--- src/tap_decode_map.vh ---
`ifndef TAP_DECODE_MAP_VH
`define TAP_DECODE_MAP_VH
`define IR_WIDTH            5
`define IR_CAPTURE          5'h01
`define INS_IDENT           5'h01
`define INS_IMPL            5'h03
`define INS_ADDR            5'h08
`define INS_DATA            5'h09
`define INS_CTRL            5'h0A
`define INS_ALL             5'h0B
`define INS_DBOOT           5'h0C
`define INS_NBOOT           5'h0D
`define INS_FAST            5'h0E
`define INS_BYPASS          5'h1F
`define ID_VER_MSB          31
`define ID_VER_LSB          28
`define ID_PART_MSB         27
`define ID_PART_LSB         12
`define ID_MAKER_MSB        11
`define ID_MAKER_LSB        1
`define ID_FIXED_BIT        1'h1
`define PATH_ID             3'h0
`define PATH_IMPL           3'h1
`define PATH_ADDR           3'h2
`define PATH_DATA           3'h3
`define PATH_CTRL           3'h4
`define PATH_ALL            3'h5
`define PATH_FAST           3'h6
`define PATH_BYPASS         3'h7
`endif

--- src/scan_fifo.v ---
`timescale 1ns/1ps
// =====================================================================
// Small word FIFO; read data come out of a register.
module scan_fifo #(
  parameter WIDTH = 32,
  parameter DEPTH = 16,
  parameter AW    = 4
) (
  input  wire             i_clk,    // clock
  input  wire             i_rst_b,  // async reset, active low
  input  wire             i_valid,  // write request
  output wire             o_ready,  // not full
  input  wire [WIDTH-1:0] i_data,   // write data
  output reg              o_valid,  // read data valid
  input  wire             i_ready,  // read accept
  output reg  [WIDTH-1:0] o_data    // read data
);
  reg [WIDTH-1:0] mem [0:DEPTH-1];
  reg [AW:0]      wr_ff;
  reg [AW:0]      rd_ff;
  wire            full;
  wire            empty;
  wire            pop;

  assign full    = (wr_ff[AW] != rd_ff[AW]) && (wr_ff[AW-1:0] == rd_ff[AW-1:0]);
  assign empty   = (wr_ff == rd_ff);
  assign o_ready = ~full;
  // The output register refills whenever a word is stored and it is empty or being drained.
  assign pop     = ~empty && (~o_valid || i_ready);

  always @(posedge i_clk) begin
    if (i_valid && ~full) begin
      mem[wr_ff[AW-1:0]] <= i_data;
    end
  end

  always @(posedge i_clk or negedge i_rst_b) begin
    if (!i_rst_b) begin
      wr_ff   <= {(AW+1){1'b0}};
      rd_ff   <= {(AW+1){1'b0}};
      o_valid <= 1'b0;
      o_data  <= {WIDTH{1'b0}};
    end else begin
      if (i_valid && ~full) begin
        wr_ff <= wr_ff + 1'b1;
      end
      if (pop) begin
        rd_ff   <= rd_ff + 1'b1;
        o_data  <= mem[rd_ff[AW-1:0]];
        o_valid <= 1'b1;
      end else if (i_ready) begin
        o_valid <= 1'b0;
      end
    end
  end
endmodule // scan_fifo

--- src/tap_decode.v ---
`timescale 1ns/1ps
`include "tap_decode_map.vh"
module tap_decode #(
  parameter FIFO_DEPTH = 16,
  parameter FIFO_AW    = 4
) (
  input  wire        I_CLK,          // 100 MHz system clock
  input  wire        I_RST_B,        // async reset, active low
  input  wire        I_TCK,          // probe scan clock
  input  wire        I_TDI,          // probe serial in
  input  wire        I_TRST_B,       // optional port reset, active low
  input  wire        I_TLR,          // controller in Test-Logic-Reset
  input  wire        I_CAPTURE_IR,   // controller in capture-IR
  input  wire        I_SHIFT_IR,     // controller in shift-IR
  input  wire        I_UPDATE_IR,    // controller in update-IR
  input  wire        I_CAPTURE_DR,   // controller in capture-DR
  input  wire        I_SHIFT_DR,     // controller in shift-DR
  input  wire        I_UPDATE_DR,    // controller in update-DR
  input  wire        I_CPU_RESET,    // hard or soft processor reset, level
  input  wire [3:0]  I_VERSION,      // core_version_input
  input  wire [15:0] I_PART,         // core_part_input
  input  wire [10:0] I_MAKER,        // core_maker_input
  input  wire [31:0] I_IMPL,         // implementation register value
  input  wire [31:0] I_ADDR_CAP,     // address value to capture
  input  wire [31:0] I_DATA_CAP,     // data value to capture
  input  wire [31:0] I_CTRL_CAP,     // debug_control_register current bits
  input  wire        I_FAST_CAP,     // fast-data bit to capture
  input  wire        I_UPD_READY,    // consumer accepts update words
  output reg         O_TDO,          // probe serial out
  output reg  [4:0]  O_INSTR,        // current instruction
  output reg         O_BOOT_DEBUG,   // preset value for the three boot bits
  output reg         O_PRESET_STB,   // pulse: apply preset to control bits
  output reg         O_UPD_VALID,    // update word valid
  output reg  [2:0]  O_UPD_PATH,     // path of update word
  output reg  [31:0] O_UPD_WORD,     // update word
  output reg         O_UPD_EXTRA,    // second-register bit of update
  output reg         O_UPD_OVF       // update dropped, FIFO full
);
  // ===================================================================
  // Pin synchronisers.
  reg  [2:0] tck_ff;
  reg  [1:0] tdi_ff;
  reg  [1:0] trst_ff;
  reg  [1:0] cpu_ff;
  wire [6:0] st_in;
  wire [6:0] st;
  wire       tck_rise;
  wire       tck_fall;
  wire       tdi;
  wire       trst_b;
  wire       cpu_rst;

  assign st_in = {I_TLR, I_CAPTURE_IR, I_SHIFT_IR, I_UPDATE_IR, I_CAPTURE_DR, I_SHIFT_DR, I_UPDATE_DR};

  genvar g;
  generate
    for (g = 0; g < 7; g = g + 1) begin : g_sync
      // Each state level owns its own pair of flops, so no vector has two drivers.
      reg [1:0] sync_ff;
      always @(posedge I_CLK or negedge I_RST_B) begin
        if (!I_RST_B) begin
          sync_ff <= 2'h0;
        end else begin
          sync_ff <= {sync_ff[0], st_in[g]};
        end
      end
      assign st[g] = sync_ff[1];
    end
  endgenerate

  always @(posedge I_CLK or negedge I_RST_B) begin
    if (!I_RST_B) begin
      tck_ff  <= 3'h0;
      tdi_ff  <= 2'h0;
      trst_ff <= 2'h0;
      cpu_ff  <= 2'h0;
    end else begin
      tck_ff  <= {tck_ff[1:0], I_TCK};
      tdi_ff  <= {tdi_ff[0], I_TDI};
      trst_ff <= {trst_ff[0], I_TRST_B};
      cpu_ff  <= {cpu_ff[0], I_CPU_RESET};
    end
  end

  assign tck_rise = tck_ff[1] & ~tck_ff[2];
  assign tck_fall = ~tck_ff[1] & tck_ff[2];
  assign tdi      = tdi_ff[1];
  assign trst_b   = trst_ff[1];
  assign cpu_rst  = cpu_ff[1];

  wire tlr  = st[6];
  wire cir  = st[5];
  wire sir  = st[4];
  wire uir  = st[3];
  wire cdr  = st[2];
  wire sdr  = st[1];
  wire udr  = st[0];

  // ===================================================================
  // Instruction register and decode.
  reg  [4:0]  ir_sh_ff;
  reg  [4:0]  ir_ff;
  reg  [2:0]  path;
  reg         uir_seen_ff;
  reg         boot_pend_ff;
  reg         boot_val_ff;

  always @* begin
    case (ir_ff)
      `INS_IDENT: path = `PATH_ID;
      `INS_IMPL:  path = `PATH_IMPL;
      `INS_ADDR:  path = `PATH_ADDR;
      `INS_DATA:  path = `PATH_DATA;
      `INS_CTRL:  path = `PATH_CTRL;
      `INS_ALL:   path = `PATH_ALL;
      `INS_FAST:  path = `PATH_FAST;
      default:    path = `PATH_BYPASS;
    endcase
  end

  always @(posedge I_CLK or negedge I_RST_B) begin
    if (!I_RST_B) begin
      ir_sh_ff     <= `IR_CAPTURE;
      ir_ff        <= `INS_IDENT;
      uir_seen_ff  <= 1'b0;
      boot_val_ff  <= 1'b0;
    end else if (!trst_b) begin
      ir_sh_ff     <= `IR_CAPTURE;
      ir_ff        <= `INS_IDENT;
      uir_seen_ff  <= 1'b0;
      boot_val_ff  <= 1'b0;
    end else if (tck_rise) begin
      uir_seen_ff <= uir;
      if (tlr) begin
        ir_sh_ff    <= `IR_CAPTURE;
        ir_ff       <= `INS_IDENT;
        boot_val_ff <= 1'b0;
      end else if (cir) begin
        ir_sh_ff <= `IR_CAPTURE;
      end else if (sir) begin
        ir_sh_ff <= {tdi, ir_sh_ff[4:1]};
      end
      if (uir && !tlr) begin
        ir_ff <= ir_sh_ff;
      end
      // The boot choice takes effect as update-IR is left.
      if (uir_seen_ff && !uir && !tlr) begin
        if (ir_ff == `INS_DBOOT) begin
          boot_val_ff <= 1'b1;
        end else if (ir_ff == `INS_NBOOT) begin
          boot_val_ff <= 1'b0;
        end
      end
    end
  end

  // ===================================================================
  // Data shift paths; only the selected path moves.
  reg [31:0] id_sh_ff;
  reg [31:0] gen_sh_ff;
  reg [95:0] all_sh_ff;
  reg [32:0] fast_sh_ff;
  reg        byp_ff;
  reg        dr_out;
  reg        tdo_src;

  always @(posedge I_CLK or negedge I_RST_B) begin
    if (!I_RST_B) begin
      id_sh_ff   <= 32'h0;
      gen_sh_ff  <= 32'h0;
      all_sh_ff  <= 96'h0;
      fast_sh_ff <= 33'h0;
      byp_ff     <= 1'b0;
    end else if (tck_rise && cdr) begin
      case (path)
        `PATH_ID:   id_sh_ff <= {I_VERSION, I_PART, I_MAKER, `ID_FIXED_BIT};
        `PATH_IMPL: gen_sh_ff <= I_IMPL;
        `PATH_ADDR: gen_sh_ff <= I_ADDR_CAP;
        `PATH_DATA: gen_sh_ff <= I_DATA_CAP;
        `PATH_CTRL: gen_sh_ff <= I_CTRL_CAP;
        `PATH_ALL:  all_sh_ff <= {I_CTRL_CAP, I_DATA_CAP, I_ADDR_CAP};
        `PATH_FAST: fast_sh_ff <= {I_DATA_CAP, I_FAST_CAP};
        default:    byp_ff <= 1'b0;
      endcase
    end else if (tck_rise && sdr) begin
      case (path)
        `PATH_ID:   id_sh_ff <= {tdi, id_sh_ff[31:1]};
        `PATH_IMPL: gen_sh_ff <= {tdi, gen_sh_ff[31:1]};
        `PATH_ADDR, `PATH_DATA, `PATH_CTRL: gen_sh_ff <= {tdi, gen_sh_ff[31:1]};
        `PATH_ALL:  all_sh_ff <= {tdi, all_sh_ff[95:1]};
        `PATH_FAST: fast_sh_ff <= {tdi, fast_sh_ff[32:1]};
        default:    byp_ff <= tdi;
      endcase
    end
  end

  always @* begin
    case (path)
      `PATH_ID:   dr_out = id_sh_ff[0];
      `PATH_ALL:  dr_out = all_sh_ff[0];
      `PATH_FAST: dr_out = fast_sh_ff[0];
      `PATH_BYPASS: dr_out = byp_ff;
      default:    dr_out = gen_sh_ff[0];
    endcase
    tdo_src = sir ? ir_sh_ff[0] : dr_out;
  end

  // ===================================================================
  // Update words queue toward the control logic of the core.
  reg         upd_req;
  reg  [31:0] upd_word;
  reg         upd_extra;
  wire        fifo_ready;
  wire        fifo_valid;
  wire [35:0] fifo_data;
  wire        out_ready;

  // The output stage is a register slice: it takes a word only when empty or being drained.
  assign out_ready = !O_UPD_VALID || I_UPD_READY;

  always @* begin
    upd_req   = tck_rise && udr && (path == `PATH_ADDR || path == `PATH_DATA || path == `PATH_CTRL ||
                path == `PATH_ALL || path == `PATH_FAST);
    upd_word  = gen_sh_ff;
    upd_extra = 1'b0;
    if (path == `PATH_FAST) begin
      upd_word  = fast_sh_ff[32:1];
      upd_extra = fast_sh_ff[0];
    end else if (path == `PATH_ALL) begin
      upd_word  = all_sh_ff[95:64];
    end
  end

  scan_fifo #(
    .WIDTH (36),
    .DEPTH (FIFO_DEPTH),
    .AW    (FIFO_AW)
  ) u_fifo (
    .i_clk   (I_CLK),
    .i_rst_b (I_RST_B),
    .i_valid (upd_req),
    .o_ready (fifo_ready),
    .i_data  ({path, upd_extra, upd_word}),
    .o_valid (fifo_valid),
    .i_ready (out_ready),
    .o_data  (fifo_data)
  );

  // ===================================================================
  // Output registers.
  always @(posedge I_CLK or negedge I_RST_B) begin
    if (!I_RST_B) begin
      O_TDO        <= 1'b0;
      O_INSTR      <= `INS_IDENT;
      O_BOOT_DEBUG <= 1'b0;
      O_PRESET_STB <= 1'b0;
      O_UPD_VALID  <= 1'b0;
      O_UPD_PATH   <= 3'h0;
      O_UPD_WORD   <= 32'h0;
      O_UPD_EXTRA  <= 1'b0;
      O_UPD_OVF    <= 1'b0;
      boot_pend_ff <= 1'b0;
    end else begin
      if (tck_fall) begin
        O_TDO <= tdo_src;
      end
      O_INSTR      <= ir_ff;
      O_BOOT_DEBUG <= boot_val_ff;
      // One preset pulse per processor reset; the TAP reset does not preset.
      O_PRESET_STB <= cpu_rst && !boot_pend_ff;
      boot_pend_ff <= cpu_rst;
      if (fifo_valid && out_ready) begin
        O_UPD_VALID <= 1'b1;
        O_UPD_PATH  <= fifo_data[35:33];
        O_UPD_EXTRA <= fifo_data[32];
        O_UPD_WORD  <= fifo_data[31:0];
      end else if (I_UPD_READY) begin
        O_UPD_VALID <= 1'b0;
      end
      O_UPD_OVF    <= upd_req && !fifo_ready;
    end
  end
endmodule // tap_decode

--- config.mk ---
export PLATFORM = sky130hd
export DESIGN_NAME = tap_decode
export DESIGN_NICKNAME = d
export VERILOG_FILES = /design/src/scan_fifo.v /design/src/tap_decode.v
export VERILOG_INCLUDE_DIRS = /design/src
export SDC_FILE = /design/constraint.sdc
export NUM_CORES = 1
export LEC_CHECK = 0
export ABC_CLOCK_PERIOD_IN_PS = 5400
export BUFFER_PORTS_ARGS = -buffer_cell sky130_fd_sc_hd__buf_4
export CAP_MARGIN = 20
export CORE_UTILIZATION = 61
export DETAILED_ROUTE_END_ITERATION = 6
export PLACE_DENSITY = 0.82
export SLEW_MARGIN = 20
export SYNTH_ARGS = -nofsm -noshare
export SYNTH_HDL_FRONTEND = slang
export SYNTH_HIERARCHICAL = 1
export SYNTH_SLANG_ARGS = --single-unit
--- constraint.sdc ---
create_clock -name I_CLK -period 5.4 [get_ports I_CLK]
set_input_delay 0.81 -clock I_CLK [delete_from_list [all_inputs] [get_ports I_CLK]]
set_output_delay 0.81 -clock I_CLK [all_outputs]
set_load 0.005 [all_outputs]
# Yosys cells after proc, flatten, opt, wreduce, memory -nomap -nowiden
# Memories as Yosys holds them, arrays and structs flattened. A register that Yosys moved wholly into a read port is not among the register bits.
# Index checks and enable logic that the tools add are counted.
dict set report op_classes {
  addsub 2
  n_eq_ne 25
  n_mux 49
  n_bitwise 7
  n_reduce_logical 38
}
# cell n
set ops {}
lappend ops {{96-bit 2-to-1 mux} 4}
lappend ops {{32-bit 2-to-1 mux} 9}
lappend ops {{33-bit 2-to-1 mux} 4}
lappend ops {{32-bit one-hot mux with 4 select lines} 1}
lappend ops {{5-bit 2-to-1 mux} 9}
lappend ops {{5-bit by 4-bit == test with 1-bit output (second input constant)} 7}
lappend ops {{3-bit one-hot mux with 7 select lines} 1}
lappend ops {{1-bit 2-to-1 mux} 20}
lappend ops {{1-bit logical AND} 13}
lappend ops {{3-bit == test (second input constant)} 4}
lappend ops {{5-bit by 1-bit adder with 5-bit output (second input constant)} 2}
lappend ops {{2-bit AND reduction} 5}
lappend ops {{2-bit nonzero test} 4}
lappend ops {{7-bit OR reduction} 1}
lappend ops {{3-bit by 2-bit == test with 1-bit output (second input constant)} 2}
lappend ops {{1-bit logical OR} 6}
lappend ops {{3-bit AND reduction} 2}
lappend ops {{5-bit by 1-bit == test with 1-bit output (second input constant)} 1}
lappend ops {{5-bit by 2-bit == test with 1-bit output (second input constant)} 1}
lappend ops {{5-bit == test} 1}
lappend ops {{1-bit logical NOT} 5}
lappend ops {{5-bit by 1-bit != test with 1-bit output (second input constant)} 1}
lappend ops {{1-bit inverter} 5}
lappend ops {{4-bit == test} 1}
lappend ops {{other kinds (10)} 12}
dict set report totals {
  reg_bits 287
  ramBits 576
  inputBits 174
  out_inout_bits 46
  elab_cells 155
  n_memories 1
}
# memory words width rd rd_clocked_by_memory_dff wr line_no
set mem_list {}
lappend mem_list {u_fifo.mem 16 36 1 1 1 scan_fifo.v:18} ;# reg [WIDTH-1:0] mem [0:DEPTH-1];

# Longest topological paths before layout
dict set report logic_depth {
  word_depth 11
  mapped_depth 8
  mapped_depth_nobuf 5
}

# Modules after synthesis
# Netlist, hierarchy kept.
# module n_inst cells_each area_each_um2 seq_area_each_um2
set by_module_without_submodules {}
lappend by_module_without_submodules {scan_fifo 1 1150 24141.9 18472.7}
lappend by_module_without_submodules {tap_decode 1 1355 13192.7 6910.4}

# Worst setup path after synthesis
# OpenSTA, ideal clock, no wires.
dict set report synth_path {
  path_type {register -> register}
  start {register ir_ff[2]}
  end {memory u_fifo.mem[3][0], enable pin}
  setup_time_ps 474
  t_arrival_ps 3833
  required_ps 4926
  path_slack_ps 1093
  stages_incl_launch_ff 7
  path_buffers 1
  synth_period_minus_slack_ps 4307
  path_cell_list {dfrtp_1 > buf_6 > nor3b_1 > a21oi_1 > nor2_1 > o211ai_1 > nor3_1}
}
dict set report synth_between {
  elab_chain_cells 11
  elab_cells_between_ends 21
  classes_between {eq/ne: 12; mux: 3; reduce/logical: 6}
}
# item line_no
set synth_rtl {}
lappend synth_rtl {{start: declaration} tap_decode.v:102} ;# reg [4:0] ir_ff;
lappend synth_rtl {{start signal: assignment} tap_decode.v:124} ;# ir_ff <= `INS_IDENT;
lappend synth_rtl {{start signal: assignment} tap_decode.v:129} ;# ir_ff <= `INS_IDENT;
lappend synth_rtl {{start signal: assignment} tap_decode.v:136} ;# ir_ff <= `INS_IDENT;
lappend synth_rtl {{5-bit by 4-bit == test with 1-bit output, or another cell as far along} tap_decode.v:109} ;# case (ir_ff)
lappend synth_rtl {{3-bit one-hot mux with 7 select lines (*)} tap_decode.v:109}
lappend synth_rtl {{3-bit by 2-bit == test with 1-bit output} --}
lappend synth_rtl {{1-bit logical OR (no line) (3 in a row)} --}
lappend synth_rtl {{1-bit logical OR (no line) (*)} --}
lappend synth_rtl {{1-bit logical AND (*)} tap_decode.v:222} ;# upd_req = tck_rise && udr && (path == `PATH_ADDR || path == `PATH_DATA || path == `PATH_CTRL ||
lappend synth_rtl {{net upd_req} tap_decode.v:210} ;# reg upd_req;
lappend synth_rtl {{1-bit logical AND (*)} scan_fifo.v:32} ;# if (i_valid && ~full) begin
lappend synth_rtl {{1-bit 2-to-1 mux (*)} scan_fifo.v:32}
lappend synth_rtl {{1-bit 2-to-1 mux (not written as such) (*)} scan_fifo.v:33} ;# mem[wr_ff[AW-1:0]] <= i_data;
lappend synth_rtl {{end: declaration} scan_fifo.v:18}
# The timed path passes the listed nets; every way through them passes the cells marked *.

# Final worst setup path
dict set report layout_path {
  start {register ir_ff[3]}
  end {memory u_fifo.mem[10][8], enable pin}
}
# Same word-level chain as after synthesis.

==> flow_metrics.py <==
metrics = {
    "hold_path": {
        "hp-class": "input port to async pin",
    },
    "clocking": {
        "cts_buffers": 88,
        "post_cts_buffers": 0,
        "htree_levels": 3,
        "clockBufferDepth": 3,
        "cts-root-buf": "clkbuf_16",
        "clk_pin_slew_worst_paths_ps": 60,
        "postCtsHoldBufs": 0,
        "clock_latency_ps": 650,
        "cts_tree": "done",
        "cts_resized": 0,
        "cts.sinks": 899,
    },
    "grt": {
        "grtUsageTotal": 0.2918,
        "grt_pass1_wl_um": 137500,
        "first_global_vias": 23253,
        "grt_max_degree": 168,
        "overflow": 0,
        "antenna_found_initial": 0,
    },
    "worst_setup_path": {
        "path_class": "register to register",
        "cp_max_fo": 27,
        "worst_setup_path_end_kind": "register",
        "start_kind": "register",
        "critPathRequiredTime_ps": 5740,
        "worstPathArrival_ps": 3990,
    },
    "run_status": {
        "status": "completed",
    },
    "power": {
        "leakage_uw": 0.01829,
        "vdd_drop_max_uv": 295.3,
        "cellPowerDensity_nw_per_um2": 400.3,
    },
    "floorplan": {
        "fp-row-count": 90,
        "core_um2": 60360,
        "start_util": 0.6186,
        "dieArea_um2": 62200,
        "io_pins": 220,
        "die_height_um": 249.4,
        "die_w_um": 249.4,
    },
    "timing": {
        "min_period_ps": 3653,
        "holdWs_ps": 250.7,
        "slew_headroom": 0.2050,
        "setup_tns_ps": 0,
        "rsz0062_at_grt": "false",
        "fmax_mhz": 273.8,
        "fin_skew_ps": 18.91,
        "final_max_slew_viol_count": 0,
        "setup_viol": 0,
        "tightestPinTransition_ps": 1193,
        "period_share": 0.6764,
        "hold_violations": 0,
    },
    "logic_synthesis": {
        "ys_warn_count": 6,
        "syn_nets": 2684,
        "async_flop_share": 0.3593,
        "ys_types": 62,
        "synth.avg_cell_area_um2": 14.90,
        "syn_inst": 2505,
        "synth_edf_count": 576,
        "synthesis.area_um2": 37330,
        "synth_ff_type": "edfxtp_1",
        "seq_area_frac_synth": 0.6799,
        "ys_seq_elements": 899,
    },
    "run": {
        "cap_violations": 0,
    },
    "finish": {
        "syn_to_final_growth_pct": 13.63,
        "final_common_cell": "edfxtp_1",
        "nets": 2856,
        "stdcell_count": 3533,
        "final_area_um2": 42420,
        "diodes": 0,
        "final_cell_mix": "edfxtp_1 (576), dfrtp_1 (315), mux2i_1 (274)",
        "drive_gt1_frac": 0.2356,
    },
    "placed_design": {
        "dp_cells": 3369,
        "place.gp.congestion": 0.8360,
        "placed_area_um2": 39520,
        "hpwl_um": 54030,
        "io_buffers": 219,
    },
    "route": {
        "drc": 0,
        "dr.pass1.iters": 7,
        "drtAntennaViolNets": 0,
        "via_per_inst": 6.430,
        "dr.first_iter.drc_count": 2278,
        "post_drt_wl_per_cell_um": 25.49,
        "routed_wl_um": 90070,
        "vias": 22718,
    },
}
==> sequential cells by signal, summed over array words and instances, names as in the netlist, 14 cells and up <==
register,count
gen_sh_ff,32
id_sh_ff,32
O_UPD_WORD,32
all_sh_ff,96
u_fifo/mem,576
g_sync.sync_ff,14
fast_sh_ff,33
u_fifo/o_data,36
==> kinds of logic (layout without fill, tap and decap cells) <==
family | count (synthesis) | count (layout) | share of synthesized area
adder cells (fa/ha/maj) | 5 | 5 | 0.001676
buffers and inverters | 223 | 469 | 0.02835
multiplexers | 456 | 456 | 0.1521
AO/OA/AOI/OAI | 500 | 500 | 0.08797
flip-flops | 899 | 899 | 0.6799
AND/OR/NAND/NOR | 408 | 408 | 0.04675
XOR/XNOR | 14 | 14 | 0.003284
==> synth_stat cells (all sizes together), types with 2 or more instances <==
library cell  count  share of area
nand3b            3        0.00094
nor2            138          0.014
nand2           203          0.020
a21boi            2        0.00040
mux2i           274          0.073
o32ai            31         0.0073
o2111ai           2        0.00047
a222oi           31         0.0083
xnor2            12         0.0028
a21bo             2        0.00054
and3             15         0.0025
o211ai            4        0.00080
nand3             5        0.00067
and2              3        0.00050
and3b             2        0.00047
a211oi            2        0.00040
dfstp             3         0.0021
ha                5         0.0017
a22oi            41         0.0082
inv              44         0.0044
a221oi           37         0.0087
edfxtp          576           0.46
or2               3        0.00057
a31oi            32         0.0054
nor2b            13         0.0022
clkbuf           97         0.0098
mux2            110          0.035
o21a              4        0.00080
nand2b            7         0.0012
mux4             72          0.043
nor3b             4        0.00080
buf              82          0.014
xor2              2        0.00047
dfrtp           320           0.21
o21ai           136          0.018
a22o             37         0.0087
a21oi           132          0.018
nor3              4        0.00054
nand4             3        0.00067
==> routing by layer <==
layer,GRT usage,routed length (µm),up-vias
li1,-,-,9893
met1,0.3978,35040,11402
met2,0.4782,44490,1217
met3,0.05006,7727,206
met4,0.1051,2803,0
met5,0,0,-
==> layout make-up <==
type / count / area, µm²
sequential: 899 / 25400
fill: 3800 / 17930
multi-input combinational: 1383 / 11070
clock buffer: 119 / 2419
timing repair buffer: 261 / 1992
tap: 782 / 978.4
clock inverter: 45 / 400.4
inverter: 44 / 165.2
==> report_power, final <==
part | internal, µW | total (µW) | switching, µW | leakage (µW)
logic | 1490 | 3010 | 1520 | 0.00680
clock network | 3400 | 5990 | 2590 | 0.00139
registers | 7560 | 7990 | 423 | 0.0101
total | 12400 | 17000 | 4530 | 0.0183
==> worst paths after layout <==
kind / start / to / slack (ps) / cells after the start
worst min register to register: trst_ff[0] / trst_ff[1] / 340 / 0
worst max register to register: ir_ff[3] / u_fifo/mem[10][8] / 1750 / 6
worst min-delay path: I_RST_B / O_UPD_WORD[23] / 250 / 1
max in group asynchronous: I_RST_B / id_sh_ff[7] / 3880 / 2
min in group I_CLK: I_TDI / tdi_ff[0] / 270 / 1
worst max-delay path: ir_ff[3] / u_fifo/mem[10][8] / 1750 / 6
==> stage by stage <==
stage                     total power [µW]  utilization  worst slack (ps)
final                                16980       0.7029              1747
after global routing                 17540       0.7029              1645
after CTS                            17050       0.7015              1853
after detailed placement             11110       0.6548              1850
after global placement               11030       0.6538              2047
after floorplan                      10130            -              1093
==> worst max-delay path, stage by stage (launching register included) <==
cell     delay [ps]
dfrtp_1         600
nor3b_1         590
a21oi_1         170
nor2_1          300
o21a_1          420
and3_2          910
buf_4           350
Power figures use the tool's default switching activity.
